===== src/aspbg_pkg.sv =====
/*
  shared constants for the serial port with baud generator:
  prescaler counts, frame bit counts, clock source codes, reset values.
  assumes: every design file names items as aspbg_pkg::name.
*/
package aspbg_pkg;
  // timer clock source codes on the clock select port
  localparam logic [2:0] CSEL_SYS     = 3'h0;  // system clock, undivided
  localparam logic [2:0] CSEL_DIV4    = 3'h1;  // system clock / 4
  localparam logic [2:0] CSEL_DIV12   = 3'h2;  // system clock / 12
  localparam logic [2:0] CSEL_DIV48   = 3'h3;  // system clock / 48
  localparam logic [2:0] CSEL_EXTOSC  = 3'h4;  // external oscillator / 8
  localparam logic [2:0] CSEL_EXTPIN  = 3'h5;  // external timer input pin
  // prescaler end counts
  localparam logic [3:0] DIV12_LAST   = 4'hB;  // mod-12 counter top
  localparam logic [1:0] DIV4_PHASE   = 2'h3;  // low bits at every 4th count
  localparam logic [1:0] DIV48_LAST   = 2'h3;  // fourth /12 tick
  localparam logic [2:0] OSC_DIV_LAST = 3'h7;  // eighth oscillator edge
  // baud timer
  localparam logic [7:0] TIMER_TOP    = 8'hFF; // overflow point
  localparam logic [7:0] TIMER_RST    = 8'h00; // counter value after reset
  // frame shapes: tx bits after the start bit, stop included; rx data samples only
  localparam logic [3:0] TX_LEFT_8    = 4'h9;  // 8 data + stop
  localparam logic [3:0] TX_LEFT_9    = 4'hA;  // 8 data + ninth + stop
  localparam logic [3:0] RX_DATA_8    = 4'h8;  // data samples, 8-bit frame
  localparam logic [3:0] RX_DATA_9    = 4'h9;  // data samples, 9-bit frame
  // receive buffer after reset
  localparam logic [7:0] RXBUF_RST    = 8'h00;
  // transmit fifo shape
  localparam int         FIFO_DEPTH   = 32;
  localparam int         FIFO_WIDTH   = 8;
endpackage


===== src/aspbg_fifo_if.sv =====
/*
  carrier between the port logic and its transmit fifo.
  assumes: one filler, one drain, same clock.
*/
`timescale 1ns/100ps
`default_nettype none
interface aspbg_fifo_if #(parameter int W = 8);
  logic         push_valid;  // filler offers a word
  logic         push_ready;  // fifo has room
  logic [W-1:0] push_data;   // offered word
  logic         pop_valid;   // fifo holds a word
  logic         pop_ready;   // drain takes the word
  logic [W-1:0] pop_data;    // oldest word
  modport fill  (output push_valid, output push_data, input push_ready);
  modport store (input push_valid, input push_data, output push_ready,
                 output pop_valid, output pop_data, input pop_ready);
  modport drain (input pop_valid, input pop_data, output pop_ready);
endinterface
`default_nettype wire


===== src/aspbg_fifo.sv =====
/*
  synchronous fifo with registered ready and valid flags.
  assumes: single clock, asynchronous active-high reset.
*/
`timescale 1ns/100ps
`default_nettype none
module aspbg_fifo #(
  parameter int W = aspbg_pkg::FIFO_WIDTH,
  parameter int D = aspbg_pkg::FIFO_DEPTH
) (
  // clock and reset
  input wire logic clk,
  input wire logic rst,
  // both sides
  aspbg_fifo_if.store f
);
  localparam int PW = $clog2(D);
  logic [W-1:0]  mem [D];      // word storage
  logic [PW-1:0] wr_ptr_r;     // next slot to write
  logic [PW-1:0] rd_ptr_r;     // oldest slot
  logic [PW:0]   cnt_r;        // words held
  logic [PW:0]   cnt_nxt;      // words held next cycle
  logic          do_push;      // accepted write
  logic          do_pop;       // accepted read

  assign do_push = f.push_valid && f.push_ready;
  assign do_pop  = f.pop_valid && f.pop_ready;
  assign f.pop_data = mem[rd_ptr_r];

  // occupancy next cycle
  always_comb begin
    cnt_nxt = cnt_r;
    if (do_push && !do_pop) begin
      cnt_nxt = cnt_r + 1'b1;
    end else if (do_pop && !do_push) begin
      cnt_nxt = cnt_r - 1'b1;
    end
  end

  // storage has no reset; only written slots are ever read
  always_ff @(posedge clk) begin
    if (do_push) begin
      mem[wr_ptr_r] <= f.push_data;
    end
  end

  // pointers wrap because depth is a power of two
  always_ff @(posedge clk or posedge rst) begin
    if (rst) begin
      wr_ptr_r <= '0;
      rd_ptr_r <= '0;
      cnt_r    <= '0;
    end else begin
      wr_ptr_r <= wr_ptr_r + PW'(do_push);
      rd_ptr_r <= rd_ptr_r + PW'(do_pop);
      cnt_r    <= cnt_nxt;
    end
  end

  // flags registered so the port pins come from flops
  always_ff @(posedge clk or posedge rst) begin
    if (rst) begin
      f.push_ready <= 1'b1;
      f.pop_valid  <= 1'b0;
    end else begin
      f.push_ready <= (cnt_nxt != (PW+1)'(D));
      f.pop_valid  <= (cnt_nxt != '0);
    end
  end

  // an accepted write is counted when nothing leaves
  a_push_count: assert property (@(posedge clk) disable iff (rst)
    do_push && !do_pop |=> cnt_r == $past(cnt_r) + 1'b1)
    else $error("fifo write not counted");
  a_never_over: assert property (@(posedge clk) disable iff (rst)
    cnt_r == (PW+1)'(D) |-> !f.push_ready)
    else $error("fifo full but ready");
endmodule
`default_nettype wire


===== src/aspbg_serial_port.sv =====
/*
  full-duplex asynchronous serial port with 8-bit auto-reload baud timer,
  hidden receive timer, buffered receive byte and a transmit fifo.
  assumes: control bits are plain ports held by the processor side;
  RXD, EXT_OSC and BAUD_TIMER_EXT_INPUT are asynchronous pins.
*/
`timescale 1ns/100ps
`default_nettype none
// Behaviour
// - full duplex, 8-bit and 9-bit frames only
// - received byte buffered apart from shifter
// - data-buffer writes load the transmitter
// - data-buffer reads give receive buffer only
// - interrupt on either done flag when enabled
// - done flags cleared only by software
// - tx bit clock from 8-bit reload timer
// - hidden rx timer copy, same reload byte
// - both timer overflows divided by two
// - start condition forces rx timer reload
// - six selectable timer clock sources
// - 8-bit frame ten bits, stop to ninth
// - transmit done set at stop bit start
// - load only if flag clear, multiproc check
// - 9-bit frame ninth bit both directions
module aspbg_serial_port (
  // clock and reset
  input  wire logic       REF_CLK,
  input  wire logic       SYS_RST,
  // data buffer access
  input  wire logic       WR_STB,
  input  wire logic [7:0] WR_DATA,
  output logic            WR_READY,
  output logic [7:0]      RX_DATA,
  // frame control
  input  wire logic       FRAME_WIDTH_SELECT,
  input  wire logic       MULTIPROC_ENABLE,
  input  wire logic       RX_ENABLE,
  input  wire logic       TRANSMIT_NINTH_BIT,
  input  wire logic       PORT_INT_ENABLE,
  input  wire logic       TX_DONE_CLR,
  input  wire logic       RX_DONE_CLR,
  // baud timer control
  input  wire logic       TIMER_RUN,
  input  wire logic [2:0] CLK_SEL,
  input  wire logic [7:0] BAUD_RELOAD_BYTE,
  input  wire logic       EXT_OSC,
  input  wire logic       BAUD_TIMER_EXT_INPUT,
  // serial pins
  input  wire logic       RXD,
  output logic            TXD,
  // status
  output logic            TRANSMIT_DONE_FLAG,
  output logic            RECEIVE_DONE_FLAG,
  output logic            RECEIVED_NINTH_BIT,
  output logic [7:0]      BAUD_COUNTER_LOW,
  output logic            SERIAL_IRQ
);
  typedef enum logic {TX_IDLE, TX_SEND} aspbg_tx_e;
  typedef enum logic {RX_IDLE, RX_FRAME} aspbg_rx_e;

  aspbg_fifo_if #(.W(aspbg_pkg::FIFO_WIDTH)) txq ();

  logic [2:0] pin_meta_r;     // first sync stage, read only by second
  logic [2:0] pin_sync_r;     // {ext input, ext osc, rxd} synchronised
  logic [2:0] pin_prev_r;     // one more stage for edge detection
  logic [3:0] p12_r;          // mod-12 prescaler
  logic [1:0] p48_r;          // counts /12 ticks up to /48
  logic [2:0] osc8_r;         // external oscillator edge counter
  logic       tick;           // timer clock enable from chosen source
  logic [7:0] tx_tl_r;        // visible low counter
  logic [7:0] rx_tl_r;        // hidden receive copy
  logic       tx_half_r;      // tx overflow divide-by-two
  logic       rx_phase_r;     // rx overflow divide-by-two
  logic       tx_ovf;         // tx timer overflow
  logic       rx_ovf;         // rx timer overflow
  logic       tx_baud;        // one tx bit time elapsed
  logic       rx_sample;      // mid-bit sample point
  logic       start_det;      // falling edge on idle line
  aspbg_tx_e  tx_state_r;     // transmitter state
  logic [9:0] tx_shift_r;     // outgoing bits after start
  logic [3:0] tx_left_r;      // bits still to send
  logic       tx_take;        // pop a byte from fifo
  logic       tx_stop_evt;    // stop bit begins
  aspbg_rx_e  rx_state_r;     // receiver state
  logic [3:0] rx_cnt_r;       // samples taken in frame
  logic [8:0] rx_shift_r;     // incoming bits, newest on top
  logic [3:0] rx_ndata;       // data samples for this mode
  logic       rx_stop;        // stop sample point
  logic [7:0] rx_byte;        // byte assembled at stop
  logic       rx_ninth;       // ninth bit or stop bit
  logic       rx_load;        // buffer accepts the frame
  logic       tdone_r;        // transmit done flag
  logic       rdone_r;        // receive done flag
  logic [7:0] rx_buf_r;       // buffered receive register
  logic       ninth_r;        // received ninth bit
  logic       txd_r;          // line driver
  logic       irq_r;          // interrupt request

  // two-stage synchronisers for the three asynchronous pins
  genvar gi;
  generate
    for (gi = 0; gi < 3; gi++) begin : g_sync
      always_ff @(posedge REF_CLK or posedge SYS_RST) begin
        if (SYS_RST) begin
          pin_meta_r[gi] <= 1'b1;
          pin_sync_r[gi] <= 1'b1;
          pin_prev_r[gi] <= 1'b1;
        end else begin
          pin_meta_r[gi] <= (gi == 0) ? RXD : (gi == 1) ? EXT_OSC : BAUD_TIMER_EXT_INPUT;
          pin_sync_r[gi] <= pin_meta_r[gi];
          pin_prev_r[gi] <= pin_sync_r[gi];
        end
      end
    end
  endgenerate

  // prescalers; /4 and /48 share the mod-12 counter to save flops
  always_ff @(posedge REF_CLK or posedge SYS_RST) begin
    if (SYS_RST) begin
      p12_r  <= '0;
      p48_r  <= '0;
      osc8_r <= '0;
    end else begin
      p12_r <= (p12_r == aspbg_pkg::DIV12_LAST) ? 4'h0 : p12_r + 4'h1;
      if (p12_r == aspbg_pkg::DIV12_LAST) begin
        p48_r <= p48_r + 2'h1;
      end
      if (pin_sync_r[1] && !pin_prev_r[1]) begin
        osc8_r <= osc8_r + 3'h1;
      end
    end
  end

  // timer clock source selection
  always_comb begin
    unique case (CLK_SEL)
      aspbg_pkg::CSEL_SYS:    tick = 1'b1;
      aspbg_pkg::CSEL_DIV4:   tick = (p12_r[1:0] == aspbg_pkg::DIV4_PHASE);
      aspbg_pkg::CSEL_DIV12:  tick = (p12_r == aspbg_pkg::DIV12_LAST);
      aspbg_pkg::CSEL_DIV48:  tick = (p12_r == aspbg_pkg::DIV12_LAST) &&
                                     (p48_r == aspbg_pkg::DIV48_LAST);
      aspbg_pkg::CSEL_EXTOSC: tick = pin_sync_r[1] && !pin_prev_r[1] &&
                                     (osc8_r == aspbg_pkg::OSC_DIV_LAST);
      aspbg_pkg::CSEL_EXTPIN: tick = !pin_sync_r[2] && pin_prev_r[2];
      default:                tick = 1'b0;  // unused codes stop the timer
    endcase
  end

  assign tx_ovf    = TIMER_RUN && tick && (tx_tl_r == aspbg_pkg::TIMER_TOP);
  assign rx_ovf    = TIMER_RUN && tick && (rx_tl_r == aspbg_pkg::TIMER_TOP);
  assign tx_baud   = tx_ovf && tx_half_r;
  assign rx_sample = rx_ovf && !rx_phase_r;
  assign start_det = (rx_state_r == RX_IDLE) && RX_ENABLE &&
                     !pin_sync_r[0] && pin_prev_r[0];

  // visible auto-reload timer, transmit bit clock
  always_ff @(posedge REF_CLK or posedge SYS_RST) begin
    if (SYS_RST) begin
      tx_tl_r   <= aspbg_pkg::TIMER_RST;
      tx_half_r <= 1'b0;
    end else if (TIMER_RUN && tick) begin
      tx_tl_r <= tx_ovf ? BAUD_RELOAD_BYTE : tx_tl_r + 8'h01;
      if (tx_ovf) begin
        tx_half_r <= !tx_half_r;
      end
    end
  end

  // hidden copy; a start edge realigns it regardless of tx phase
  always_ff @(posedge REF_CLK or posedge SYS_RST) begin
    if (SYS_RST) begin
      rx_tl_r    <= aspbg_pkg::TIMER_RST;
      rx_phase_r <= 1'b0;
    end else if (start_det) begin
      rx_tl_r    <= BAUD_RELOAD_BYTE;
      rx_phase_r <= 1'b0;
    end else if (TIMER_RUN && tick) begin
      rx_tl_r <= rx_ovf ? BAUD_RELOAD_BYTE : rx_tl_r + 8'h01;
      if (rx_ovf) begin
        rx_phase_r <= !rx_phase_r;
      end
    end
  end

  // every write goes to the transmit side; a write while fifo ready is low is dropped
  assign txq.push_valid = WR_STB;
  assign txq.push_data  = WR_DATA;
  assign txq.pop_ready  = tx_take;
  assign tx_take     = (tx_state_r == TX_IDLE) && tx_baud && txq.pop_valid;
  assign tx_stop_evt = (tx_state_r == TX_SEND) && tx_baud && (tx_left_r == 4'h1);

  aspbg_fifo #(.W(aspbg_pkg::FIFO_WIDTH), .D(aspbg_pkg::FIFO_DEPTH)) u_txq (
    .clk (REF_CLK),
    .rst (SYS_RST),
    .f   (txq.store)
  );

  // transmitter: start, data lsb first, optional ninth, stop
  always_ff @(posedge REF_CLK or posedge SYS_RST) begin
    if (SYS_RST) begin
      tx_state_r <= TX_IDLE;
      tx_shift_r <= '1;
      tx_left_r  <= '0;
      txd_r      <= 1'b1;
    end else if (tx_take) begin
      tx_state_r <= TX_SEND;
      txd_r      <= 1'b0;
      tx_shift_r <= {1'b1, FRAME_WIDTH_SELECT ? TRANSMIT_NINTH_BIT : 1'b1,
                     txq.pop_data};
      tx_left_r  <= FRAME_WIDTH_SELECT ? aspbg_pkg::TX_LEFT_9 : aspbg_pkg::TX_LEFT_8;
    end else if ((tx_state_r == TX_SEND) && tx_baud) begin
      if (tx_left_r == 4'h0) begin
        tx_state_r <= TX_IDLE;  // stop bit time is over
      end else begin
        txd_r      <= tx_shift_r[0];
        tx_shift_r <= {1'b1, tx_shift_r[9:1]};
        tx_left_r  <= tx_left_r - 4'h1;
      end
    end
  end

  assign rx_ndata = FRAME_WIDTH_SELECT ? aspbg_pkg::RX_DATA_9 : aspbg_pkg::RX_DATA_8;
  assign rx_stop  = (rx_state_r == RX_FRAME) && rx_sample &&
                    (rx_cnt_r == rx_ndata + 4'h1);
  // 8-bit frame: stop bit becomes the ninth; 9-bit frame ignores the stop
  assign rx_byte  = FRAME_WIDTH_SELECT ? rx_shift_r[7:0] : rx_shift_r[8:1];
  assign rx_ninth = FRAME_WIDTH_SELECT ? rx_shift_r[8] : pin_sync_r[0];
  assign rx_load  = rx_stop && !rdone_r && (!MULTIPROC_ENABLE || rx_ninth);

  // receiver: samples mid-bit, first sample checks the start bit
  always_ff @(posedge REF_CLK or posedge SYS_RST) begin
    if (SYS_RST) begin
      rx_state_r <= RX_IDLE;
      rx_cnt_r   <= '0;
      rx_shift_r <= '0;
    end else if (start_det) begin
      rx_state_r <= RX_FRAME;
      rx_cnt_r   <= '0;
    end else if ((rx_state_r == RX_FRAME) && rx_sample) begin
      if (rx_cnt_r == 4'h0 && pin_sync_r[0]) begin
        rx_state_r <= RX_IDLE;  // glitch, not a real start bit
      end else if (rx_stop) begin
        rx_state_r <= RX_IDLE;
      end else begin
        rx_cnt_r <= rx_cnt_r + 4'h1;
        if (rx_cnt_r != 4'h0) begin
          rx_shift_r <= {pin_sync_r[0], rx_shift_r[8:1]};
        end
      end
    end
  end

  // buffer is separate from the shifter, so a new frame can shift in
  always_ff @(posedge REF_CLK or posedge SYS_RST) begin
    if (SYS_RST) begin
      rx_buf_r <= aspbg_pkg::RXBUF_RST;
      ninth_r  <= 1'b0;
    end else if (rx_load) begin
      rx_buf_r <= rx_byte;
      ninth_r  <= rx_ninth;
    end
  end

  // done flags: hardware sets, software clears, set wins a tie
  always_ff @(posedge REF_CLK or posedge SYS_RST) begin
    if (SYS_RST) begin
      tdone_r <= 1'b0;
      rdone_r <= 1'b0;
    end else begin
      tdone_r <= tx_stop_evt || (tdone_r && !TX_DONE_CLR);
      rdone_r <= rx_load || (rdone_r && !RX_DONE_CLR);
    end
  end

  // interrupt request follows the flags one cycle later
  always_ff @(posedge REF_CLK or posedge SYS_RST) begin
    if (SYS_RST) begin
      irq_r <= 1'b0;
    end else begin
      irq_r <= PORT_INT_ENABLE && (tdone_r || rdone_r);
    end
  end

  assign WR_READY           = txq.push_ready;
  assign RX_DATA            = rx_buf_r;
  assign TXD                = txd_r;
  assign TRANSMIT_DONE_FLAG = tdone_r;
  assign RECEIVE_DONE_FLAG  = rdone_r;
  assign RECEIVED_NINTH_BIT = ninth_r;
  assign BAUD_COUNTER_LOW   = tx_tl_r;
  assign SERIAL_IRQ         = irq_r;

  a_tdone_set_wins: assert property (@(posedge REF_CLK) disable iff (SYS_RST)
    tx_stop_evt |=> tdone_r && txd_r) else $error("stop start lost flag");
  a_rdone_held: assert property (@(posedge REF_CLK) disable iff (SYS_RST)
    rdone_r && !RX_DONE_CLR |=> rdone_r) else $error("receive flag cleared by hardware");
  a_irq_follow: assert property (@(posedge REF_CLK) disable iff (SYS_RST)
    PORT_INT_ENABLE && (tdone_r || rdone_r) |=> irq_r) else $error("interrupt missing");
  a_no_overrun: assert property (@(posedge REF_CLK) disable iff (SYS_RST)
    rdone_r && !rx_load |=> $stable(rx_buf_r)) else $error("buffer overwritten");
  a_start_reload: assert property (@(posedge REF_CLK) disable iff (SYS_RST)
    start_det |=> rx_tl_r == $past(BAUD_RELOAD_BYTE) && !rx_phase_r)
    else $error("rx timer not realigned");
  a_baud_halving: assert property (@(posedge REF_CLK) disable iff (SYS_RST)
    tx_baud |-> tx_ovf && tx_half_r ##1 !tx_half_r)
    else $error("tx baud not halved");
  a_idle_line_high: assert property (@(posedge REF_CLK) disable iff (SYS_RST)
    tx_state_r == TX_IDLE && !$past(tx_take) |-> txd_r) else $error("idle line low");
  a_mpe_filter: assert property (@(posedge REF_CLK) disable iff (SYS_RST)
    rx_stop && MULTIPROC_ENABLE && !rx_ninth |=> $stable(rdone_r) || !rdone_r)
    else $error("multiproc filter failed");
endmodule
`default_nettype wire


===== config.mk =====
export PLATFORM = sky130hd
export DESIGN_NAME = aspbg_serial_port
export DESIGN_NICKNAME = d
export VERILOG_FILES = /design/src/aspbg_pkg.sv /design/src/aspbg_fifo_if.sv /design/src/aspbg_fifo.sv /design/src/aspbg_serial_port.sv
export SDC_FILE = /design/constraint.sdc
export NUM_CORES = 1
export LEC_CHECK = 0
export BUFFER_PORTS_ARGS = -buffer_cell sky130_fd_sc_hd__buf_2
export CORE_MARGIN = 4
export CORE_UTILIZATION = 41
export DETAILED_ROUTE_END_ITERATION = 10
export PLACE_DENSITY_LB_ADDON = 0.15
export SLEW_MARGIN = 20
export SYNTH_ARGS = -nofsm -noshare
export SYNTH_HDL_FRONTEND = slang
export SYNTH_HIERARCHICAL = 1
export SYNTH_SLANG_ARGS = --single-unit

===== constraint.sdc =====
create_clock -name REF_CLK -period 2.7 [get_ports REF_CLK]
set_input_delay 0.135 -clock REF_CLK [delete_from_list [all_inputs] [get_ports REF_CLK]]
set_output_delay 0.135 -clock REF_CLK [all_outputs]
set_load 0.05 [all_outputs]

==> impl_metrics.env <==
export IMPL_status="finished, final reports clean"
export IMPL_synthFlopType="edfxtp_1"
export IMPL_io_pins=55
export IMPL_grt_pass1_vias=8505
export IMPL_setup_viol=0
export IMPL_dp_hpwl_um=20500
export IMPL_gr_usage_met3_pct=3.01
export IMPL_port_buffers=54
export IMPL_synth_cell_types=64
export IMPL_drc=0
export IMPL_cp_slowest_cell="or3_1"
export IMPL_drtIter0Drc=690
export IMPL_die_y_um=199
export IMPL_cts_tree="built"
export IMPL_yosysTopAreaCellShare_pct=51.6
export IMPL_wl_um=32800
export IMPL_synth_edf_count=256
export IMPL_p_sw_share_pct=24.5
export IMPL_ctsHtreeMaxLevel=2
export IMPL_dieArea_mm2=0.0394
export IMPL_overflow=0
export IMPL_syn_inst=1004
export IMPL_drv_cap=0
export IMPL_ys_ff_latch=351
export IMPL_setup_slack_ps=250
export IMPL_drive_gt1_share_pct=21.6
export IMPL_cp_common_cell="ha_1"
export IMPL_clk_pin_slew_worst_paths_ps=60
export IMPL_netlist_area_mm2=0.0149
export IMPL_pwr_share_comb_pct=9.9
export IMPL_core_region_area_mm2=0.0357
export IMPL_rsz0062_at_grt="no"
export IMPL_root_buffer="clkbuf_16"
export IMPL_post_route_period_util_pct=90.7
export IMPL_startpoint_type="register"
export IMPL_tightest_slew_ps=899
export IMPL_fp_dieW_um=199
export IMPL_cts_sinks=351
export IMPL_seqPwrFrac_pct=51.1
export IMPL_place_congestion=0.826
export IMPL_synthArstFlopShare_pct=27.1
export IMPL_cp_end_kind="register"
export IMPL_hp_class="primary input to register"
export IMPL_syn_nets=1054
export IMPL_synth_common_cells="edfxtp_1, mux2i_1, dfrtp_1, nor2_1, nand3_1"
export IMPL_clockPowerShare_pct=39.0
export IMPL_timing_final_crit_period_ps=2450
export IMPL_via_per_inst=5.29
export IMPL_path_max_fanout=9
export IMPL_met1_usage_pct=25.9
export IMPL_cts_made_buffers=38
export IMPL_grt_pass1_wl_um=51000
export IMPL_critPathKind="register to register"
export IMPL_tns_ps=0
export IMPL_cellPowerDensity_mw_per_mm2=744
export IMPL_syn_mean_instance_area_um2=14.8
export IMPL_max_freq_mhz=408
export IMPL_slew_viol_final=0
export IMPL_initial_core_util_pct=41.7
export IMPL_rows=69
export IMPL_track_usage_pct=16.8
export IMPL_antenna_found_initial=1
export IMPL_grt_most_used_layer="met1"
export IMPL_ant_nets=0
export IMPL_routedWlPerCell_um=20.2
export IMPL_firstDrtPassIters=5
export IMPL_finClkSkew_ps=22.6
export IMPL_worst_ep_required_time_ps=3110
export IMPL_slew_headroom_pct=39.8
export IMPL_grt_util_met2_pct=24.8
export IMPL_cts_buffer_depth=3
export IMPL_path_cells="ha_1, ha_1, nand4bb_1, o211ai_1, and3_4, buf_4, nand2_2, or3_1, mux2_4"
export IMPL_hold_viol_final=0
export IMPL_synthTopCellsByArea="edfxtp_1, dfrtp_1, mux2i_1, dfstp_2, a22oi_1"
export IMPL_cp_arrival_ps=2860
export IMPL_nNetsFinal=1181
export IMPL_leakage_nw=6.14
export IMPL_pre_cts_slack_ps=178
export IMPL_grt_max_degree=60
export IMPL_yosysTopAreaCell="edfxtp_1"
export IMPL_internal_power_mw=9.71
export IMPL_yosysSeqAreaShare_pct=67.8
export IMPL_vias=8576
export IMPL_p_switching_mw=3.15
export IMPL_synth_warnings=6
export IMPL_vdd_ir_drop_max_mv=0.399
export IMPL_clock_latency_ps=530
export IMPL_synthToLayoutAreaGrowth_pct=16.2
export IMPL_slowest_delay_ps=550
export IMPL_yosysMostFrequentCell="edfxtp_1"
cell type report:
cell class / instances / area (µm²)
Fill cell: 3053 / 18400
Sequential cell: 351 / 10100
Multi-Input combinational cell: 588 / 4380
Clock buffer: 47 / 1020
Timing Repair Buffer: 132 / 948
Tap cell: 461 / 577
Clock inverter: 20 / 195
Inverter: 20 / 76.3
Antenna cell: 1 / 2.50
logic make-up (layout without fill, tap and decap cells):
group | Yosys count | count (layout) | share of synthesized area, %
buffers and inverters | 65 | 219 | 2.87
DFF | 351 | 351 | 67.8
other | 0 | 1 | 0
muxes | 155 | 155 | 10.9
xor gates and xnor gates | 19 | 19 | 1.12
and+or+nand+nor | 225 | 225 | 7.74
adders and majority gates | 17 | 17 | 1.43
AOI/OAI and AO/OA | 172 | 172 | 8.15
path summary, 6_finish.rpt:
path,start,end,slack [ps],depth (start not counted)
worst max register to register,osc8_r[0],rx_shift_r[1],250,9
worst min-delay path,RX_ENABLE,rx_state_r,80,3
worst min register to register,pin_meta_r[2],pin_sync_r[2],350,0
max in group asynchronous,SYS_RST,u_txq/rd_ptr_r[0],1900,3
worst max-delay path,osc8_r[0],rx_shift_r[1],250,9
min in group asynchronous,SYS_RST,BAUD_COUNTER_LOW[2],140,3
cells in the final DEF (no fill, tap or decap), types with 7 or more instances in the layout:
master,count
clkbuf_1,7
o2bb2ai_1,8
clkbuf_16,39
dfstp_2,20
dfrtp_1,72
buf_2,54
o21ai_0,21
mux2_2,21
o21a_1,10
o22ai_1,8
inv_1,16
xor2_1,7
a21oi_1,38
nor2_1,58
edfxtp_1,256
mux2_4,9
and3_1,9
nand3_1,48
ha_1,17
a211oi_1,8
nand2_1,45
buf_4,57
a22o_1,8
mux2i_1,125
a2111oi_2,8
a22oi_1,40
nor2b_1,15
xnor2_1,12
clkinv_1,8
dlygate4sd3_1,17
a31oi_1,10
registers in the layout (all words and copies together) (netlist names), 5 cells and up:
| name | flops |
|---|---|
| rx_tl_r | 8 |
| u_txq/wr_ptr_r | 5 |
| rx_shift_r | 9 |
| u_txq/cnt_r | 6 |
| u_txq/mem | 256 |
| BAUD_COUNTER_LOW | 8 |
| u_txq/rd_ptr_r | 5 |
| RX_DATA | 8 |
| tx_shift_r | 9 |
critical path: cells and delay by family (launching register included):
| kind | cells | cell delay, ps |
|---|---|---|
| AND/OR/NAND/NOR | 4 | 950 |
| multiplexers | 1 | 370 |
| flip-flops | 1 | 360 |
| adder cells (fa/ha/maj) | 2 | 290 |
| AO/OA/AOI/OAI | 1 | 240 |
| buffers and inverters | 1 | 150 |
power by group through the flow:
stage / combinational, mW / clock [mW] / sequential [mW]
finish: 1.28 / 5.01 / 6.57
global route: 1.43 / 5.39 / 6.63
CTS: 1.29 / 5.16 / 6.56
detailed placement: 1.27 / 0 / 6.67
global placement: 1.26 / 0 / 6.66
floorplan: 0.798 / 0 / 6.61
per-stage QoR:
| step | hold slack, ps | area, µm² | util [%] | total power, mW | cells |
|---|---|---|---|---|---|
| after floorplan | 72.8 | 14900 | - | 7.41 | 1004 |
| after global placement | 127 | 15900 | 44.6 | 7.92 | 1534 |
| after detailed placement | 130 | 15900 | 44.6 | 7.94 | 1534 |
| after CTS | 62.3 | 17300 | 48.4 | 13.0 | 1618 |
| after global routing | 116 | 17300 | 48.5 | 13.5 | 1619 |
| final | 75.2 | 17300 | 48.5 | 12.9 | 1620 |
per-layer routing:
layer,share of wire [%],vias up
li1,-,4099
met1,49,4282
met2,45,157
met3,4.4,38
met4,1.8,0
met5,0,-
timing repair:
| item | CTS | global route |
|---|---|---|
| gates resized for setup | 0 | 4 |
| hold buffers | 17 | 0 |
| setup buffers | 0 | 1 |
| hold endpoints to repair | 102 | 0 |
| setup endpoints to repair | 0 | 3 |
Note: power is estimated with default switching activity, not from simulation.
